`config.mk`:
```
export PLATFORM = sky130hd
export DESIGN_NAME = rpc_core
export DESIGN_NICKNAME = d
export VERILOG_FILES = /design/src/rtl/rpc_pkg.sv /design/src/rtl/rpc_buf_if.sv /design/src/rtl/rpc_skid_buf.sv /design/src/rtl/rpc_core.sv
export SDC_FILE = /design/constraint.sdc
export NUM_CORES = 1
export LEC_CHECK = 0
export BUFFER_PORTS_ARGS = -buffer_cell sky130_fd_sc_hd__buf_2
export CAP_MARGIN = 20
export CORE_UTILIZATION = 59
export DETAILED_ROUTE_END_ITERATION = 8
export PLACE_DENSITY = 0.81
export SYNTH_ARGS = -nofsm -noshare
export SYNTH_HDL_FRONTEND = slang
export SYNTH_SLANG_ARGS = --single-unit
```
`constraint.sdc`:
```
create_clock -name mclk -period 2.4 [get_ports mclk]
set_input_delay 0.48 -clock mclk [delete_from_list [all_inputs] [get_ports mclk]]
set_output_delay 0.48 -clock mclk [all_outputs]
set_load 0.02 [all_outputs]
```
`src/rtl/rpc_pkg.sv`:
```
/*
  Shared constants for the read phase correction block: counter widths,
  the zeros-run threshold, buffer word layout and lock states.
  Assumes a single 200 MHz system clock and synchronous pulse inputs.
*/
`default_nettype none

package rpc_pkg;

  // ==========================================================
  // Zeros detector
  localparam int CNT_W = 4;
  localparam logic [3:0] CNT_ZERO = 4'h0;
  localparam logic [3:0] CNT_ONE = 4'h1;
  localparam logic [3:0] CNT_TOP = 4'hF;
  localparam int CNT_HIT_BIT = 3;  // Binary 1000 reached

  // ==========================================================
  // Host word layout: one word per gated pulse event
  localparam int WORD_W = 2;
  localparam int WB_DATA = 0;
  localparam int WB_CLOCK = 1;

  // ==========================================================
  // Clock pulse delay, measured in system clock cycles
  localparam int DLY_W = 8;

  // ==========================================================
  // Lock states
  typedef enum logic [2:0] {
    ST_IDLE = 3'b001,
    ST_HUNT = 3'b010,
    ST_LOCK = 3'b100
  } rpc_state_t;

endpackage

`default_nettype wire

```
`src/rtl/rpc_buf_if.sv`:
```
/*
  Carrier between the phase corrector core and its two-entry buffer.
  Assumes both ends run on the same clock.
*/
`timescale 1ns/100ps
`default_nettype none

interface rpc_buf_if #(
  parameter int W = rpc_pkg::WORD_W
);
  logic in_valid;
  logic in_ready;
  logic [W-1:0] in_word;
  logic out_valid;
  logic out_ready;
  logic [W-1:0] out_word;

  // Buffer side
  modport buffer (
    input in_valid, in_word, out_ready,
    output in_ready, out_valid, out_word
  );
  // Core side
  modport core (
    output in_valid, in_word, out_ready,
    input in_ready, out_valid, out_word
  );
endinterface

`default_nettype wire

```
`src/rtl/rpc_skid_buf.sv`:
```
/*
  Two-entry skid buffer: an output stage plus one overflow entry.
  All outputs are registered. Assumes a synchronous active-high reset.
*/
`timescale 1ns/100ps
`default_nettype none

module rpc_skid_buf #(
  parameter int W = rpc_pkg::WORD_W
) (
  // Clock and reset
  input wire logic mclk,
  input wire logic reset,
  // Buffer port
  rpc_buf_if.buffer bif
);

  logic out_valid;
  logic [W-1:0] out_word;
  logic skid_valid;
  logic [W-1:0] skid_word;
  logic next_out_valid;
  logic [W-1:0] next_out_word;
  logic next_skid_valid;
  logic [W-1:0] next_skid_word;
  logic accept;
  logic drain;

  // ==========================================================
  // Next state: skid entry catches a word while output is stalled
  always_comb
  begin
    accept = bif.in_valid && !skid_valid;
    drain = out_valid && bif.out_ready;
    next_out_valid = out_valid;
    next_out_word = out_word;
    next_skid_valid = skid_valid;
    next_skid_word = skid_word;
    if (drain || !out_valid)
    begin
      if (skid_valid)
      begin
        next_out_valid = 1'b1;
        next_out_word = skid_word;
        next_skid_valid = 1'b0;
      end
      else
      begin
        next_out_valid = accept;
        next_out_word = bif.in_word;
      end
    end
    else if (accept)
    begin
      next_skid_valid = 1'b1;
      next_skid_word = bif.in_word;
    end
  end

  // Registers only
  always_ff @(posedge mclk)
  begin
    if (reset)
    begin
      out_valid <= 1'b0;
      out_word <= '0;
      skid_valid <= 1'b0;
      skid_word <= '0;
    end
    else
    begin
      out_valid <= next_out_valid;
      out_word <= next_out_word;
      skid_valid <= next_skid_valid;
      skid_word <= next_skid_word;
    end
  end

  // Ready is a flop: full only when the skid entry holds a word
  assign bif.in_ready = !skid_valid;
  assign bif.out_valid = out_valid;
  assign bif.out_word = out_word;

endmodule

`default_nettype wire

```
`src/rtl/rpc_core.sv`:
```
/*
  Read phase correction: watches separated read pulses for a run of
  eight zeros, issues one realignment pulse when the separator windows
  are swapped, then locks and gates delayed pulses to the host.
  Assumes all inputs synchronous to mclk; reference clocks arrive as
  levels and are edge-detected here.
*/
// Contract
// - Two four-bit counters count straight up from zero to fifteen.
// - Data counter increments on data pulse, clears on clock pulse.
// - Clock counter increments on clock pulse, clears on data pulse.
// - Counters held at zero while loop-run is low.
// - Detect flops cleared, lock flop set while loop-run is low; the code clears the lock flop instead.
// - Loop-run rises on second file pulse after reading begins.
// - Detect and lock flops change only on reference edges.
// - Data counter at 1000 sets data detect on next double-rate rise.
// - Data detect with lock unset passes one realignment pulse.
// - Next reference edge after detect locks, clearing counters.
// - Read pulses reach the host only after lock.
// - Clock counter at 8 locks without any realignment pulse.
// - Each clock pulse delayed by one single-rate reference period.
// - Phase correction is for single-sector format; otherwise pass.
// - Pass-through forwards pulses unchanged, realignment inactive.
// - Realignment is an active-low pulse toggling the window flop.
// - Loop-run stays high until the host drops read gate.
`timescale 1ns/100ps
`default_nettype none

module rpc_core #(
  parameter int DLY_W = rpc_pkg::DLY_W
) (
  // Clock and reset
  input wire logic mclk,
  input wire logic reset,
  // Host control and variant select
  input wire logic read_gate,
  input wire logic passthrough_board,
  // From the data separator
  input wire logic sep_data,
  input wire logic sep_clock,
  input wire logic double_rate_ref,
  input wire logic single_rate_ref,
  // To the data separator
  output logic realign_n,
  output logic loop_run_flag,
  output logic phase_locked,
  // Host read stream
  output logic rd_valid,
  input wire logic rd_ready,
  output logic rd_data,
  output logic rd_clock
);

  // ==========================================================
  // Count helper: clear wins, then count up, else hold
  function automatic logic [3:0] cnt_next(input logic [3:0] cnt,
                                         input logic inc,
                                         input logic clr);
    if (clr)
      return rpc_pkg::CNT_ZERO;
    else if (inc)
      return cnt + rpc_pkg::CNT_ONE;
    else
      return cnt;
  endfunction

  rpc_buf_if #(.W(rpc_pkg::WORD_W)) bif ();

  logic sd_q;
  logic sc_q;
  logic dr_q;
  logic sr_q;
  logic first_seen;
  logic next_first_seen;
  logic next_loop_run;
  logic [3:0] data_cnt;
  logic [3:0] clk_cnt;
  logic [3:0] next_data_cnt;
  logic [3:0] next_clk_cnt;
  logic data_det;
  logic clk_det;
  logic next_data_det;
  logic next_clk_det;
  rpc_pkg::rpc_state_t state;
  rpc_pkg::rpc_state_t next_state;
  logic next_realign_n;
  logic [DLY_W-1:0] per_cnt;
  logic [DLY_W-1:0] per_len;
  logic [DLY_W-1:0] dly_cnt;
  logic [DLY_W-1:0] next_per_cnt;
  logic [DLY_W-1:0] next_per_len;
  logic [DLY_W-1:0] next_dly_cnt;
  logic pend_data;
  logic pend_clk;
  logic next_pend_data;
  logic next_pend_clk;
  logic dr_rise;
  logic dr_fall;
  logic sr_rise;
  logic hunting;
  logic cnt_clr;
  logic push;

  // ==========================================================
  // Input sampling and reference edges
  always_ff @(posedge mclk)
  begin
    // References track through reset, so release shows no false edge
    dr_q <= double_rate_ref;
    sr_q <= single_rate_ref;
    if (reset)
    begin
      sd_q <= 1'b0;
      sc_q <= 1'b0;
    end
    else
    begin
      sd_q <= sep_data;
      sc_q <= sep_clock;
    end
  end

  assign dr_rise = double_rate_ref && !dr_q;
  assign dr_fall = !double_rate_ref && dr_q;
  assign sr_rise = single_rate_ref && !sr_q;
  assign hunting = (state == rpc_pkg::ST_HUNT) && !passthrough_board;

  // ==========================================================
  // Loop-run flag: second file pulse under read gate, held until gate drops
  always_comb
  begin
    next_first_seen = first_seen;
    next_loop_run = loop_run_flag;
    if (!read_gate)
    begin
      next_first_seen = 1'b0;
      next_loop_run = 1'b0;
    end
    else if (sep_data || sep_clock)
    begin
      next_first_seen = 1'b1;
      if (first_seen)
        next_loop_run = 1'b1;
    end
  end

  always_ff @(posedge mclk)
  begin
    if (reset)
    begin
      first_seen <= 1'b0;
      loop_run_flag <= 1'b0;
    end
    else
    begin
      first_seen <= next_first_seen;
      loop_run_flag <= next_loop_run;
    end
  end

  // ==========================================================
  // Zeros detector and lock control
  // Counters stay cleared outside the hunt so a stale run cannot relock
  always_comb
  begin
    cnt_clr = !hunting || !loop_run_flag;
    next_data_cnt = cnt_next(data_cnt, sd_q && data_cnt != rpc_pkg::CNT_TOP,
                             cnt_clr || sc_q);
    next_clk_cnt = cnt_next(clk_cnt, sc_q && clk_cnt != rpc_pkg::CNT_TOP,
                            cnt_clr || sd_q);
    next_data_det = data_det;
    next_clk_det = clk_det;
    next_state = state;
    next_realign_n = 1'b1;
    unique case (state)
      rpc_pkg::ST_IDLE:
      begin
        next_data_det = 1'b0;
        next_clk_det = 1'b0;
        if (loop_run_flag)
          next_state = rpc_pkg::ST_HUNT;
      end
      rpc_pkg::ST_HUNT:
      begin
        if (dr_rise && data_cnt[rpc_pkg::CNT_HIT_BIT])
          next_data_det = 1'b1;
        if (dr_rise && clk_cnt[rpc_pkg::CNT_HIT_BIT])
          next_clk_det = 1'b1;
        if (data_det && double_rate_ref && !passthrough_board)
          next_realign_n = 1'b0;
        if (dr_fall && (data_det || clk_det))
          next_state = rpc_pkg::ST_LOCK;
      end
      rpc_pkg::ST_LOCK:
        next_state = rpc_pkg::ST_LOCK;
    endcase
    if (!loop_run_flag)
    begin
      next_state = rpc_pkg::ST_IDLE;
      next_data_det = 1'b0;
      next_clk_det = 1'b0;
    end
    if (passthrough_board)
      next_realign_n = 1'b1;
  end

  always_ff @(posedge mclk)
  begin
    if (reset)
    begin
      data_cnt <= rpc_pkg::CNT_ZERO;
      clk_cnt <= rpc_pkg::CNT_ZERO;
      data_det <= 1'b0;
      clk_det <= 1'b0;
      state <= rpc_pkg::ST_IDLE;
      realign_n <= 1'b1;
      phase_locked <= 1'b0;
    end
    else
    begin
      data_cnt <= next_data_cnt;
      clk_cnt <= next_clk_cnt;
      data_det <= next_data_det;
      clk_det <= next_clk_det;
      state <= next_state;
      realign_n <= next_realign_n;
      phase_locked <= next_state == rpc_pkg::ST_LOCK;
    end
  end

  // ==========================================================
  // Clock pulse delay and gating to the buffer
  // Delay tracks the measured reference period; one pulse in flight,
  // which holds since clock pulses are a full bit cell apart
  always_comb
  begin
    push = bif.in_valid && bif.in_ready;
    next_per_cnt = per_cnt + 1'b1;
    next_per_len = per_len;
    if (sr_rise)
    begin
      next_per_cnt = '0;
      next_per_len = (per_cnt == '0) ? DLY_W'(1) : per_cnt + 1'b1;
    end
    next_dly_cnt = dly_cnt;
    next_pend_clk = pend_clk && !push;
    next_pend_data = pend_data && !push;
    if (dly_cnt > DLY_W'(1))
      next_dly_cnt = dly_cnt - 1'b1;
    else if (dly_cnt == DLY_W'(1))
    begin
      next_pend_clk = 1'b1;
      next_dly_cnt = '0;
    end
    if (passthrough_board)
    begin
      next_dly_cnt = '0;
      if (sd_q)
        next_pend_data = 1'b1;
      if (sc_q)
        next_pend_clk = 1'b1;
    end
    else if (state == rpc_pkg::ST_LOCK && loop_run_flag)
    begin
      if (sd_q)
        next_pend_data = 1'b1;
      if (sc_q)
        next_dly_cnt = (per_len == '0) ? DLY_W'(1) : per_len;
    end
    else
    begin
      next_dly_cnt = '0;
      next_pend_clk = 1'b0;
      next_pend_data = 1'b0;
    end
  end

  always_ff @(posedge mclk)
  begin
    if (reset)
    begin
      per_cnt <= '0;
      per_len <= '0;
      dly_cnt <= '0;
      pend_data <= 1'b0;
      pend_clk <= 1'b0;
    end
    else
    begin
      per_cnt <= next_per_cnt;
      per_len <= next_per_len;
      dly_cnt <= next_dly_cnt;
      pend_data <= next_pend_data;
      pend_clk <= next_pend_clk;
    end
  end

  // Pending flags stall until the buffer has room; a second pulse of the same kind merges into the held flag
  assign bif.in_valid = pend_data || pend_clk;
  assign bif.in_word = {pend_clk, pend_data};
  assign bif.out_ready = rd_ready;
  assign rd_valid = bif.out_valid;
  assign rd_data = bif.out_word[rpc_pkg::WB_DATA];
  assign rd_clock = bif.out_word[rpc_pkg::WB_CLOCK];

  rpc_skid_buf #(.W(rpc_pkg::WORD_W)) u_buf (
    .mclk(mclk),
    .reset(reset),
    .bif(bif)
  );

  // ==========================================================
  // Assertions
  AST_DATA_CNT_INC: assert property (@(posedge mclk) disable iff (reset)
    hunting && loop_run_flag && sd_q && !sc_q && data_cnt != 4'hF
    |=> data_cnt == $past(data_cnt) + 4'h1)
    else $error("data counter did not count");
  AST_DATA_CNT_CLR: assert property (@(posedge mclk) disable iff (reset)
    sc_q |=> data_cnt == 4'h0)
    else $error("data counter not cleared by clock pulse");
  AST_CLK_CNT_CLR: assert property (@(posedge mclk) disable iff (reset)
    sd_q |=> clk_cnt == 4'h0)
    else $error("clock counter not cleared by data pulse");
  AST_IDLE_HOLD: assert property (@(posedge mclk) disable iff (reset)
    !loop_run_flag |=> data_cnt == 4'h0 && clk_cnt == 4'h0
    && !data_det && !clk_det && !phase_locked)
    else $error("state not held while loop idle");
  AST_LOOP_RISE: assert property (@(posedge mclk) disable iff (reset)
    read_gate && first_seen && (sep_data || sep_clock)
    |=> loop_run_flag)
    else $error("loop-run did not rise on second pulse");
  AST_LOOP_HOLD: assert property (@(posedge mclk) disable iff (reset)
    loop_run_flag && read_gate |=> loop_run_flag)
    else $error("loop-run dropped under read gate");
  AST_DET_SET: assert property (@(posedge mclk) disable iff (reset)
    hunting && loop_run_flag && dr_rise && data_cnt[3]
    |=> data_det)
    else $error("data detect did not set");
  AST_REALIGN: assert property (@(posedge mclk) disable iff (reset)
    hunting && loop_run_flag && data_det && double_rate_ref
    |=> !realign_n)
    else $error("realignment pulse missing");
  AST_LOCK: assert property (@(posedge mclk) disable iff (reset)
    hunting && loop_run_flag && dr_fall && (data_det || clk_det)
    |=> phase_locked ##1 data_cnt == 4'h0 && clk_cnt == 4'h0)
    else $error("lock did not follow detect");
  AST_NO_REALIGN_LOCKED: assert property (@(posedge mclk)
    disable iff (reset)
    phase_locked ##1 phase_locked |-> realign_n)
    else $error("realignment after lock");
  AST_GATE: assert property (@(posedge mclk) disable iff (reset)
    bif.in_valid |-> phase_locked || passthrough_board
    || $past(passthrough_board))
    else $error("pulse passed before lock");
  AST_PASS: assert property (@(posedge mclk) disable iff (reset)
    passthrough_board |=> realign_n)
    else $error("realignment in pass-through");
  AST_LOCK_STAY: assert property (@(posedge mclk) disable iff (reset)
    phase_locked && loop_run_flag |=> phase_locked)
    else $error("lock released while loop running");
  COV_REALIGN: cover property (@(posedge mclk) disable iff (reset)
    !realign_n ##[1:100] phase_locked);
  COV_CLK_LOCK: cover property (@(posedge mclk) disable iff (reset)
    clk_det && !data_det ##[1:100] phase_locked);
  COV_STALL: cover property (@(posedge mclk) disable iff (reset)
    bif.in_valid && !bif.in_ready);

endmodule

`default_nettype wire

```
==> out/qor.txt <==
max-cap viol count -> 0
met2 Use GR -> 39.4%
worst setup margin -> 0.372 ns
post-synthesis cell count -> 244
GR Overflow Total -> 0
count leader, synth -> dfxtp_1
cell row count -> 21
n_diodes -> 0
EDFF count, synth -> 0
Synth area leader -> dfxtp_1
Hold Crit Endpoint -> dr_q
drt drc -> 0
cts bufs inserted -> 5
critical path class -> flip-flop to flip-flop
minimum clock period -> 2.03 ns
HPWL after DPL -> 2830 um
Synth Net Count -> 259
post-placement setup slack -> 0.388 ns
worst slew pin tran -> 0.700 ns
gr busiest metal -> met2
final wirelength -> 3930 um
Async S/R FF share, synth -> 0%
critical path arrival -> 2.22 ns
Required @ worst endpoint -> 2.59 ns
register area share after synthesis -> 47.9%
first-pass GRT wire length -> 7050 um
Layout area overhead -> 8.88%
I/O pin total -> 15
overall routing resource usage -> 22.5%
clock latency at the later pin of the worst-skew pair -> 0.31 ns
Ys Warns -> 0
CTS Sinks -> 53
clock root buffer -> clkbuf_8
GP Congestion -> 0.778
RSZ-0062 raised after global routing -> no
CTS resizes -> 0
reg2reg start -> dly_cnt[0]
top cell type's share of synthesized area -> 47.9%
Reg2Reg Depth -> 6
Worst-path clk slew -> 0.09 ns
pin count of the biggest net entering global routing -> 23
Die W -> 63.3 um
Worst R2R End -> dly_cnt[6]
Filler cells -> 297
count of different cell masters after synthesis -> 45
Synth Cell Area -> 2210 um^2
Via density -> 5.52
r2r setup slk -> 0.37 ns
routed length per instance -> 12.8 um
Post-CTS Setup Repair Bufs -> 0
FF+latch count, synth -> 53
power density over the cells -> 627 nW/um^2
top post-synthesis cells by count -> dfxtp_1 (53), nor2_1 (24), nand2_1 (21)
CP Capture Type -> flip-flop
Mapped Avg Cell Area -> 9.07 um^2
GRT met1 Usage -> 26.6%
final net count -> 275
post-route ant nets -> 0
Die H -> 63.3 um
1st-pass router iterations -> 4
htree depth -> 2
CTS tree -> yes
grt met3 use -> 4.89%
initial antenna violation count -> 0
Core ar. -> 3470 um^2
input/output buffers -> 14
Worst Hold Launch -> double_rate_ref
Primary FF master, synth -> dfxtp_1
Hold Path Depth -> 1
Setup-failing EPs final -> 0
Max FO, Critical Path -> 6
fin crit share -> 84.5%
Max Slew Vio Count -> 0
Layout Skew -> 0.00873 ns
hold crit path type -> input port to flip-flop
Hold Vio Cnt, Final -> 0
Hold WS -> 0.299 ns
initial core utilization -> 63.8%
Startpoint Class -> flip-flop
fmax -> 493 MHz
Setup TNS -> 0 ns
Max clock buf depth -> 2
ranking of synthesized cells by area -> dfxtp_1 (48%), a21oi_1 (4.1%), nor2_1 (4.1%)
static leakage -> 0.888 nW
first-iteration detailed-routing DRC count -> 102
layout cell share with drive strength beyond 1 -> 11.9%
vias -> 1695
die area -> 4000 um^2
CTS Hold Buffers Added -> 0
status -> completed
number of global-route vias before repair -> 1662
Slew headroom -> 52.9%
worst vdd ir -> 562 uV
-- layout make-up --
cell class                 count  area [um^2]  area share (%)
clock buffer                   7         96.3            4.00
clock inverter                 1         5.00           0.208
inverter                       9         33.8            1.40
multi-input combinational    176         1080            44.8
sequential                    53         1060            44.0
tap                           46         57.6            2.39
timing repair buffer          15         77.6            3.22
-- logic make-up after synthesis --
logic type,share of synthesized area (%)
simple gates,26.3
flops,47.9
buf+inv,3.33
compound gates,13.3
fa+ha+maj,3.39
mux,0.905
xor+xnor,4.75
-- sequential cells by signal, summed over array words and instances, names as in the netlist --
register and cells:
pend_clk 1, state 3, u_buf.skid_valid 1, sd_q 1, clk_cnt 4, loop_run_flag 1
sc_q 1, phase_locked 1, per_len 8, u_buf.bif.out_word 2, dly_cnt 8, dr_q 1
u_buf.bif.out_valid 1, data_det 1, sr_q 1, per_cnt 8, u_buf.skid_word 2, first_seen 1
clk_det 1, data_cnt 4, pend_data 1, realign_n 1
-- metrics by stage --
stage	instance area [um^2]	total power, mW	util [%]	std cells
floorplan	2210	0.969	-	244
global placement	2310	0.989	66.6	299
detailed placement	2310	0.991	66.6	299
CTS	2410	1.52	69.5	307
global route	2410	1.56	69.5	307
finish	2410	1.51	69.5	307
-- placed cells by master (no fill, tap or decap), drive strengths merged, types with 2 or more instances in the layout --
cell type  instances
a211oi             3
a21boi             2
a21oi             18
a22oi              5
and3               4
and3b              2
and4b              2
buf               15
clkbuf             7
dfxtp             53
ha                 6
inv                9
mux2i              2
nand2             22
nand2b             6
nand3              9
nand3b             2
nand4              2
nor2              24
nor2b              8
nor3               9
nor3b              3
nor4               4
o21ai             14
or2                3
or4b               4
xnor2              2
xor2              10
-- how the worst max path moves through the flow --
stage | from | end | slack [ns] | depth (start not counted)
final | dly_cnt[0] | dly_cnt[6] | 0.37 | 6
after global routing | dly_cnt[0] | dly_cnt[6] | 0.28 | 6
after CTS | dly_cnt[0] | dly_cnt[6] | 0.37 | 6
after detailed placement | dly_cnt[0] | dly_cnt[6] | 0.39 | 6
after global placement | dly_cnt[0] | dly_cnt[6] | 0.42 | 6
after floorplan | dly_cnt[0] | dly_cnt[6] | 0.51 | 6
-- metal layers --
layer  routed length [um]  share of wire (%)
met1                 1920                 49
met2                 1830                 47
met3                  108                2.7
met4                   73                1.9
met5                    0                  0
-- where the power goes --
part / total, mW / internal [mW] / switching (mW) / leakage [nW]
Combinational: 0.0642 / 0.0278 / 0.0364 / 0.405
Sequential: 0.907 / 0.891 / 0.0150 / 0.430
Clock: 0.540 / 0.261 / 0.279 / 0.0542
-- worst max-delay path, stage by stage (launching register included) --
cell and delay, ns:
dfxtp_1 0.35, inv_1 0.10, ha_1 0.21, or4b_4 0.48
or4b_4 0.57, nand2_2 0.15, nor3_1 0.06
Note: power is estimated with default switching activity, not from simulation.
